**src/pcsr_pkg.sv**
```systemverilog
// Constants for the port configuration and stop-recovery control bank
`default_nettype none
package pcsr_pkg;
  localparam logic [3:0] BANK_EXPANDED_F  = 4'hF;
  localparam logic [7:0] ADDR_STOP_RECOV  = 8'h0B;
  localparam logic [7:0] ADDR_PORT_CONFIG = 8'h00;
  localparam logic [7:0] PCFG_RESET       = 8'hFE;
  localparam logic [6:0] SRC_RESET        = 7'h20;
  localparam int         BIT_CMP_ROUTE    = 0;
  localparam int         BIT_P1_PUSHPULL  = 1;
  localparam int         BIT_P0_PUSHPULL  = 2;
  localparam int         BIT_P0_STD       = 3;
  localparam int         BIT_P1_STD       = 4;
  localparam int         BIT_P2_STD       = 5;
  localparam int         BIT_P3_STD       = 6;
  localparam int         BIT_OSC_STD      = 7;
  localparam int         BIT_DIV16        = 0;
  localparam int         BIT_DIV1         = 1;
  localparam int         BIT_SRC_LO       = 2;
  localparam int         BIT_DELAY_EN     = 5;
  localparam int         BIT_WAKE_HIGH    = 6;
  localparam int         BIT_STOP_FLAG    = 7;
  localparam logic [2:0] SRC_NONE         = 3'h0;
  localparam logic [2:0] SRC_P3L0         = 3'h1;
  localparam logic [2:0] SRC_P3L1         = 3'h2;
  localparam logic [2:0] SRC_P3L2         = 3'h3;
  localparam logic [2:0] SRC_P3L3         = 3'h4;
  localparam logic [2:0] SRC_P2L7         = 3'h5;
  localparam logic [2:0] SRC_NOR_LOW4     = 3'h6;
  localparam logic [2:0] SRC_NOR_ALL8     = 3'h7;
  localparam logic [4:0] DIV_CNT_RESET    = 5'h00;
  typedef enum logic [2:0] {
    ST_RUN   = 3'h1,
    ST_STOP  = 3'h2,
    ST_WAKE  = 3'h4
  } pcsr_state_type;
endpackage
`default_nettype wire

```
**src/pcsr_wake_select.sv**
```systemverilog
// Stop-mode wake source selection and level compare
`default_nettype none
module pcsr_wake_select
  import pcsr_pkg::*;
(
  input  wire logic [2:0] srcSel,
  input  wire logic       wakeHigh,
  input  wire logic [3:0] port3Low,
  input  wire logic [7:0] port2In,
  output logic            wakeHit
);
  logic recovSig;
  always_comb begin
    case (srcSel)
      SRC_P3L0:     recovSig = port3Low[0];
      SRC_P3L1:     recovSig = port3Low[1];
      SRC_P3L2:     recovSig = port3Low[2];
      SRC_P3L3:     recovSig = port3Low[3];
      SRC_P2L7:     recovSig = port2In[7];
      SRC_NOR_LOW4: recovSig = ~|port2In[3:0];
      SRC_NOR_ALL8: recovSig = ~|port2In;
      default:      recovSig = ~wakeHigh;
    endcase
  end
  // Reset-only source never matches, since the idle value is the inactive level
  assign wakeHit = (srcSel != SRC_NONE) && (recovSig == wakeHigh);
endmodule
`default_nettype wire

```
**src/pcsr_ctrl.sv**
```systemverilog
// Port configuration and stop-recovery control registers with clock divide
// Functional notes
// - Config bit 0 high routes comparator outputs to port3 lines 4 and 7; resets 0.
// - Config bit 1 selects port 1 open-drain (0) or push-pull (1); default 1.
// - Config bit 2 selects port 0 open-drain (0) or push-pull (1); default 1.
// - Config bit 3 selects port 0 reduced-noise (0) or standard (1); default 1.
// - Config bit 4 selects port 1 reduced-noise or standard; default 1, emulator needs 1.
// - Config bit 5 selects port 2 reduced-noise or standard; default 1.
// - Config bit 6 selects port 3 reduced-noise or standard; default 1.
// - Config bit 7 picks oscillator drive; never changes system clock ratio.
// - Stop-recovery bit 7 read-only flag set by recovery, cleared by power-on.
// - Stop-recovery bit 6 selects wake level: 0 low (default), 1 high.
// - Stop-recovery bit 5 enables post-recovery reset delay; default on.
// - Stop-recovery bits 4:2 choose the wake source; default reset only.
// - Stop-recovery bit 1: 0 clocks at crystal/2, 1 at crystal rate.
// - Stop-recovery bit 0 adds divide-by-16 to system and timer clocks.
// - Stop-recovery register sits in expanded bank F at address 0BH.
// - Stop recovery keeps watchdog, stop-recovery, port2 and port3 mode registers.
`default_nettype none
module pcsr_ctrl
  import pcsr_pkg::*;
(
  input  wire logic       sys_clk,
  input  wire logic       rst,
  input  wire logic [3:0] regBank,
  input  wire logic [7:0] regAddr,
  input  wire logic       regWrEn,
  input  wire logic       regRdEn,
  input  wire logic [7:0] regWrData,
  output logic [7:0]      regRdData,
  input  wire logic       stopReq,
  input  wire logic [3:0] port3LowPins,
  input  wire logic [7:0] port2Pins,
  output logic            stopActive,
  output logic            recoverPulse,
  output logic            recoverDelayEn,
  output logic            compRouteEn,
  output logic            port1PushPull,
  output logic            port0PushPull,
  output logic            port0StdDrive,
  output logic            port1StdDrive,
  output logic            port2StdDrive,
  output logic            port3StdDrive,
  output logic            oscStdDrive,
  output logic            clkTick
);
  logic [7:0]     pcfg_q;
  logic [6:0]     srcCtl_q;
  logic           stopFlag_q;
  logic [3:0]     p3Meta_q;
  logic [3:0]     p3Sync_q;
  logic [7:0]     p2Meta_q;
  logic [7:0]     p2Sync_q;
  logic [4:0]     divCnt_q;
  logic [4:0]     divCnt_d;
  logic           tick_q;
  logic [7:0]     rdData_q;
  logic           wakeHit;
  logic           recov_q;
  pcsr_state_type state_q;

  function automatic logic hit(input logic [3:0] bank, input logic [7:0] addr,
                               input logic [7:0] target);
    hit = (bank == BANK_EXPANDED_F) && (addr == target);
  endfunction

  // Pins are asynchronous to sys_clk, so two stages before use
  always_ff @(posedge sys_clk or posedge rst) begin
    if (rst) begin
      p3Meta_q <= 4'h0;
      p3Sync_q <= 4'h0;
      p2Meta_q <= 8'h00;
      p2Sync_q <= 8'h00;
    end else begin
      p3Meta_q <= port3LowPins;
      p3Sync_q <= p3Meta_q;
      p2Meta_q <= port2Pins;
      p2Sync_q <= p2Meta_q;
    end
  end

  // Port configuration register, write only
  always_ff @(posedge sys_clk or posedge rst) begin
    if (rst) begin
      pcfg_q <= PCFG_RESET;
    end else if (regWrEn && hit(regBank, regAddr, ADDR_PORT_CONFIG)) begin
      pcfg_q <= regWrData;
    end
  end

  // Stop-recovery control bits; only power-on reset restores them
  always_ff @(posedge sys_clk or posedge rst) begin
    if (rst) begin
      srcCtl_q <= SRC_RESET;
    end else if (regWrEn && hit(regBank, regAddr, ADDR_STOP_RECOV)) begin
      srcCtl_q <= regWrData[6:0];
    end
  end
  // Recovery itself never touches srcCtl_q

  pcsr_wake_select u_wake (
    .srcSel   (srcCtl_q[BIT_SRC_LO +: 3]),
    .wakeHigh (srcCtl_q[BIT_WAKE_HIGH]),
    .port3Low (p3Sync_q),
    .port2In  (p2Sync_q),
    .wakeHit  (wakeHit)
  );

  always_ff @(posedge sys_clk or posedge rst) begin
    if (rst) begin
      state_q <= ST_RUN;
      recov_q <= 1'b0;
    end else begin
      recov_q <= 1'b0;
      case (state_q)
        ST_RUN: begin
          if (stopReq) begin
            state_q <= ST_STOP;
          end
        end
        ST_STOP: begin
          if (wakeHit) begin
            state_q <= ST_WAKE;
            recov_q <= 1'b1;
          end
        end
        ST_WAKE: begin
          state_q <= ST_RUN;
        end
        default: begin
          state_q <= ST_RUN;
        end
      endcase
    end
  end

  // Flag only clears at power-on; recovery sets it and no write reaches it
  always_ff @(posedge sys_clk or posedge rst) begin
    if (rst) begin
      stopFlag_q <= 1'b0;
    end else if (recov_q) begin
      stopFlag_q <= 1'b1;
    end
  end

  // Base divide is /2 or /1, with optional extra /16 on top
  always_comb begin
    logic [4:0] limit;
    limit = 5'h00;
    case ({srcCtl_q[BIT_DIV16], srcCtl_q[BIT_DIV1]})
      2'b00:   limit = 5'h01;
      2'b01:   limit = 5'h00;
      2'b10:   limit = 5'h1F;
      default: limit = 5'h0F;
    endcase
    if (divCnt_q >= limit) begin
      divCnt_d = DIV_CNT_RESET;
    end else begin
      divCnt_d = divCnt_q + 5'h01;
    end
  end

  // Oscillator drive bit is not an input here: the ratio cannot move with it
  always_ff @(posedge sys_clk or posedge rst) begin
    if (rst) begin
      divCnt_q <= DIV_CNT_RESET;
      tick_q   <= 1'b0;
    end else begin
      divCnt_q <= divCnt_d;
      tick_q   <= (divCnt_d == DIV_CNT_RESET);
    end
  end

  // Read path: only the flag is visible, write-only bits read as zero
  always_ff @(posedge sys_clk or posedge rst) begin
    if (rst) begin
      rdData_q <= 8'h00;
    end else if (regRdEn && hit(regBank, regAddr, ADDR_STOP_RECOV)) begin
      rdData_q <= {stopFlag_q, 7'h00};
    end else begin
      rdData_q <= 8'h00;
    end
  end

  assign regRdData      = rdData_q;
  assign stopActive     = (state_q == ST_STOP);
  assign recoverPulse   = recov_q;
  assign recoverDelayEn = srcCtl_q[BIT_DELAY_EN];
  assign compRouteEn    = pcfg_q[BIT_CMP_ROUTE];
  assign port1PushPull  = pcfg_q[BIT_P1_PUSHPULL];
  assign port0PushPull  = pcfg_q[BIT_P0_PUSHPULL];
  assign port0StdDrive  = pcfg_q[BIT_P0_STD];
  assign port1StdDrive  = pcfg_q[BIT_P1_STD];
  assign port2StdDrive  = pcfg_q[BIT_P2_STD];
  assign port3StdDrive  = pcfg_q[BIT_P3_STD];
  assign oscStdDrive    = pcfg_q[BIT_OSC_STD];
  assign clkTick        = tick_q;
endmodule
`default_nettype wire

```
**config.mk**
```make
export PLATFORM = sky130hd
export DESIGN_NAME = pcsr_ctrl
export DESIGN_NICKNAME = d
export VERILOG_FILES = /design/src/pcsr_pkg.sv /design/src/pcsr_wake_select.sv /design/src/pcsr_ctrl.sv
export SDC_FILE = /design/constraint.sdc
export NUM_CORES = 1
export LEC_CHECK = 0
export BUFFER_PORTS_ARGS = -buffer_cell sky130_fd_sc_hd__buf_2
export CAP_MARGIN = 20
export CELL_PAD_IN_SITES_DETAIL_PLACEMENT = 0
export CELL_PAD_IN_SITES_GLOBAL_PLACEMENT = 2
export CORE_UTILIZATION = 25
export CTS_BUF_LIST = sky130_fd_sc_hd__clkbuf_16
export DETAILED_ROUTE_END_ITERATION = 16
export PLACE_DENSITY = 0.73
export SYNTH_ARGS = -nofsm -noshare
export SYNTH_HDL_FRONTEND = slang
export SYNTH_SLANG_ARGS = --single-unit
```
**constraint.sdc**
```tcl
create_clock -name sys_clk -period 2.9 [get_ports sys_clk]
set_input_delay 0.29 -clock sys_clk [delete_from_list [all_inputs] [get_ports sys_clk]]
set_output_delay 0.29 -clock sys_clk [all_outputs]
set_load 0.05 [all_outputs]
```
# Yosys cells after proc, flatten, opt, wreduce, memory -nomap -nowiden
# Cells that the tools add are included.
totals:
  regBits: 58
  latch_bits: 0
  mem_bits_rw: 0
  romBits: 0
  input_bits: 37
  out_inout_bits: 20
  elab_cells: 55
  memories: 0
classes:
  addsub: 1
  n_mul: 0
  div_mod_pow: 0
  order_cmp: 1
  n_eq_ne: 16
  n_shift: 0
  n_mux: 9
  bitwise: 1
  reduce_logical: 15
ops:
  columns: ["operator", "count"]
  rows:
  - ["$pmux 5 s3", 1]
  - ["$eq 3x3->1 const B", 4]
  - ["$eq 3x2->1 const B", 3]
  - ["$eq 8x4->1 const B", 1]
  - ["$logic_not 8->1", 1]
  - ["$mux 8", 1]
  - ["$reduce_or 8->1", 1]
  - ["$pmux 1 s7", 1]
  - ["$eq 3x1->1 const B", 2]
  - ["$logic_and 1x1->1", 6]
  - ["$mux 3", 2]
  - ["$pmux 3 s2", 1]
  - ["$add 5x1->5 const B", 1]
  - ["$ge 5x5->1", 1]
  - ["$logic_not 5->1", 1]
  - ["$mux 5", 1]
  - ["$eq 4x4->1 const B", 1]
  - ["$reduce_or 4->1", 1]
  - ["$reduce_bool 3->1", 1]
  - ["$eq 2x1->1 const B", 1]
  - ["$eq 2x2->1 const B", 1]
  - ["$logic_not 1->1", 2]
  - ["$logic_not 2->1", 1]
  - ["$mux 1", 2]
  - ["other kinds (5)", 5]

# Longest topological paths before layout
logic_depth:
  depth_word: 7
  ltp_mapped: 7
  depth_no_buf: 7

# Modules after synthesis
# From an unflattened synthesis, not the netlist that was laid out.
hier_totals:
  cells_unflattened: 142
  area_unflattened_um2: 2038.2
by_module_without_submodules:
  columns: ["mod", "n_inst", "cells_each", "area_each_um2", "seq_area_each_um2"]
  rows:
  - ["pcsr_ctrl", 1, 130, 1940.6, 1287.5]
  - ["pcsr_wake_select", 1, 12, 97.6, 0.0]

# Worst setup path after synthesis
# No wires, ideal clock.
synth_timing:
  path_kind: "flip-flop to flip-flop"
  from: "register srcCtl_q[0]"
  to: "register tick_q (netlist: clkTick)"
  setup_time_ns: 0.120
  arrival_ns: 1.546
  required_ns: 2.780
  path_slack_ns: 1.234
  path_stages_with_launch: 8
  path_buffers: 0
  synth_period_minus_slack_ns: 1.666
  path_cell_list: "dfrtp_1 -> inv_1 -> nand2_1 -> ha_1 -> nand2b_1 -> a221oi_1 -> o21bai_1 -> a41o_1"
synth_between:
  elab_chain_len: 5
  elab_cells_between_ends: 7
  cone_classes: "order compare: 1; eq/ne: 2; mux: 2; reduce/logical: 2"
synth_lines:
  columns: ["element", "line", "source"]
  rows:
  - ["start: declaration", "pcsr_ctrl.sv:48", "logic [6:0] srcCtl_q;"]
  - ["start signal: assignment", "pcsr_ctrl.sv:96", "srcCtl_q <= regWrData[6:0];"]
  - ["$eq 2x2->1 (tied with other cells)", "pcsr_ctrl.sv:150", "case ({srcCtl_q[BIT_DIV16], srcCtl_q[BIT_DIV1]})"]
  - ["$pmux 5 s3 (*)", "pcsr_ctrl.sv:150", null]
  - ["$ge 5x5->1 (*)", "pcsr_ctrl.sv:156", "if (divCnt_q >= limit) begin"]
  - ["$mux 5 (*)", "pcsr_ctrl.sv:156", null]
  - ["$logic_not 5->1 (*)", "pcsr_ctrl.sv:170", "tick_q <= (divCnt_d == DIV_CNT_RESET);"]
  - ["end signal: assignment", "pcsr_ctrl.sv:170", null]
  - ["end: declaration", "pcsr_ctrl.sv:56", "logic tick_q;"]
# Mark *: on every way between the ends. The rest lies on a longest branch, timed or not.
# A chain may end at the register's enable or synchronous reset.

# Worst setup path in the final report
# Same ends and word-level chain as after synthesis.

==> impl_metrics.csv <==
group,metric,value,unit
worst_setup_path,path_max_fanout,6,
power_and_ir_drop,power.density,612,nW/um^2
sta,top_achievable_clock_speed,0.544,GHz
detailed_routing,detail_route.drc_violations,0,
die,die_width,91.7,um
clocking,clock_tree.root_cell,"sky130_fd_sc_hd__clkbuf_16",
clocking,cts_tree,"built",
logic_synthesis,syn_avg_cell_area,14.0,sq um
logic_synthesis,yosys.area_share.simple,13.9,%
cells_and_area,fillerInstances,798,
clocking,clock_path_buffers,2,
detailed_routing,detail_route.iter0.violations,57,
logic_synthesis,ys_seq_elements,51,
logic_synthesis,synth_cells,144,
sta,rsz0062_at_grt,"no",
worst_setup_path,worstSetupPathType,"register to register",
clocking,postCtsResizedCells,0,
die,initial_core_util,25.9,%
clocking,cts_made_buffers,5,
placement,routabilityCongestion,0.671,
cells_and_area,layout_commonest_cell,"sky130_fd_sc_hd__buf_2",
detailed_routing,first_pass_iters,3,
logic_synthesis,largest_family_of_logic_cells_by_synthesized_area,"simple AND/OR/NAND/NOR gates",
sta,finalHoldViolations,0,
clocking,cts_htree_levels,2,
logic_synthesis,multiplexer_area_fraction_after_synthesis,8.89,%
placement,placement.cell_area,2350,sq um
placement,place_hpwl,2500,um
sta,worst_clock_skew,0.00424,ns
sta,setup-violations-final,0,
sta,finalWorstPathRequiredPeriod,1.84,ns
sta,worst_slew_pin_slew,0.606,ns
detailed_routing,via_per_inst,4.11,
worst_setup_path,kind_of_capture_point_of_the_worst_setup_path,"register",
logic_synthesis,synth-xor-area-share,1.74,%
cells_and_area,sequential_cell_area,1290,sq um
die,floorplan.die_area,8410,sq um
detailed_routing,drtAntennaViolNets,0,
power_and_ir_drop,power.ir.vdd_worst,0.000327,V
global_route,antenna_found_initial,0,
cells_and_area,multiInputGateArea,676,sq um
detailed_routing,wirelength,3480,um
worst_setup_path,startpoint_type,"register",
logic_synthesis,synthesis.area,2010,sq um
global_route,via_count_of_the_first_global_routing_pass,1260,
sta,setup_ws,1.06,ns
sta,slew_violations,0,
sta,period_share,63.4,%
die,boundary_pin_count,57,
cells_and_area,antenna_cells,0,
cells_and_area,fin_nets,241,
cells_and_area,post_route_cells_drive_above_1_share,43.8,%
logic_synthesis,synth_compound_gate_area_share,5.29,%
worst_setup_path,cp.required,3.07,ns
logic_synthesis,ys_dominant_reg_cell,"sky130_fd_sc_hd__dfrtp_1",
global_route,globalRouteTotalUtil,8.86,%
die,die-height,91.7,um
sta,worst_slew_margin_rel,59.3,%
global_route,grt_max_degree,52,
placement,minimum_setup_slack_after_placement,0.959,ns
die,floorplan.rows,32,
sta,tns,0,ns
global_route,grt_first_pass_wirelength,5800,um
logic_synthesis,yosys.area_share.adder,2.49,%
outcome,outcome,"complete, no violations",
placement,io_buffer_count,49,
cells_and_area,finish.instance_area,2520,sq um
clocking,clock_latency_on_the_worst_skew_pair,0.28,ns
cells_and_area,layout-area-overhead-vs-synth,25.1,%
power_and_ir_drop,leakagePower,1.22,nW
logic_synthesis,synth-async-reset-ratio,100,%
clocking,clkTransAtPathRegs,0.06,ns
worst_setup_path,cp_data_arrival_time,2.01,ns
clocking,clock-sinks,51,
global_route,globalRoute.totalOverflow,0,
logic_synthesis,synth_enable_flop_cells,0,
min_path,hold_class,"input pin to register",
logic_synthesis,synth.yosys.seq_area_share,64.0,%
logic_synthesis,synthesis.yosys.warnings,0,
die,core_area,7770,sq um
detailed_routing,average_wire_length_per_cell_after_detail_routing,11.5,um
cells_and_area,layout_common_cells,"sky130_fd_sc_hd__buf_2, sky130_fd_sc_hd__dfrtp_1, sky130_fd_sc_hd__mux2_2",
logic_synthesis,synth_cell_type_count,39,
detailed_routing,num_vias,1244,
worst_setup_path,setup.reg_to_reg.worst_slack,1.06,ns
clocking,cts_setup_buffers,0,
job,max-cap-violations,0,
==> cell type report <==
type	instances	share of cell area, %
repair buffers	51	10.9
clock inverters	3	0.447
well taps	102	5.07
clock buffers	5	4.97
flip-flops and latches	51	51.1
inverters	4	0.596
multi-input cells	87	26.8
==> flip-flops by register name (all words and copies together) (netlist names) <==
name	cells
p2Meta_q	8
divCnt_q	5
pcfg_q	8
p3Meta_q	4
state_q	3
recoverPulse	1
p2Sync_q	8
regRdData	1
clkTick	1
p3Sync_q	4
stopFlag_q	1
srcCtl_q	7
==> cell families after synthesis <==
| kind of cell | count (synthesis) |
|---|---|
| DFF | 51 |
| and+or+nand+nor | 43 |
| muxes | 16 |
| AOI/OAI and AO/OA | 13 |
| buffers and inverters | 12 |
| adders and majority gates | 4 |
| xor gates and xnor gates | 4 |
| other | 1 |
==> Yosys cell counts (all sizes together), types with 2 or more instances <==
cell type | n | area share (%)
mux2 | 15 | 8.4
xnor2 | 2 | 0.87
xor2 | 2 | 0.87
and3 | 2 | 0.62
nand2b | 4 | 1.2
dfstp | 9 | 12
a41o | 2 | 1.0
nand2 | 4 | 0.75
inv | 4 | 0.75
dfrtp | 42 | 52
nand3 | 6 | 1.5
nor2 | 9 | 1.8
nand3b | 2 | 0.75
nor3 | 3 | 0.75
a21oi | 2 | 0.50
ha | 4 | 2.5
nor4 | 4 | 2.7
or2 | 2 | 0.62
o31ai | 2 | 0.75
buf | 7 | 2.6
==> report_power, final <==
group          leakage (nW)  internal (mW)  switching, mW  total (mW)
combinational         0.530         0.0754          0.134       0.209
sequential            0.618          0.762         0.0234       0.786
clock                0.0701          0.311          0.236       0.546
==> worst max-delay path: stages (launching register included) <==
cell and delay [ns]:
sky130_fd_sc_hd__dfrtp_1 0.40, sky130_fd_sc_hd__inv_1 0.10, sky130_fd_sc_hd__nand2_1 0.06, sky130_fd_sc_hd__ha_1 0.26
sky130_fd_sc_hd__nand2b_1 0.14, sky130_fd_sc_hd__a221oi_1 0.30, sky130_fd_sc_hd__o21bai_1 0.23, sky130_fd_sc_hd__a41o_1 0.25
==> worst paths after layout <==
kind / from / to / cells after the start
min reg2reg: p2Meta_q[2] / p2Sync_q[2] / 0
min in group asynchronous: rst / p3Meta_q[3] / 3
min: port2Pins[0] / p2Meta_q[0] / 1
max: srcCtl_q[0] / clkTick / 7
max reg2reg: srcCtl_q[0] / clkTick / 7
max in group asynchronous: rst / state_q[0] / 4
==> metal layers <==
metal / global-route usage, % / routed length, um / vias up / part of all wire (%)
met4: 2.73 / 33 / 0 / 0.95
li1: - / - / 606 / -
met5: 0 / 0 / - / 0
met1: 11.2 / 1600 / 593 / 46
met2: 13.9 / 1570 / 40 / 45
met3: 3.57 / 268 / 5 / 7.7
==> stage by stage <==
stage	hold slack [ns]	cells	total power, mW	util [%]
final	0.111	303	1.54	32.4
after global routing	0.101	303	1.63	32.4
after CTS	0.107	301	1.56	32.0
after detailed placement	0.336	293	1.01	30.3
after global placement	0.335	293	1.00	30.3
after floorplan	0.321	150	0.950	-
==> what timing repair did <==
| action | in CTS | in global routing |
|---|---|---|
| setup endpoints to repair | 0 | 0 |
| hold buffers | 0 | 1 |
| hold endpoints to repair | 0 | 12 |
No activity file was read; power rests on OpenSTA's default activity.
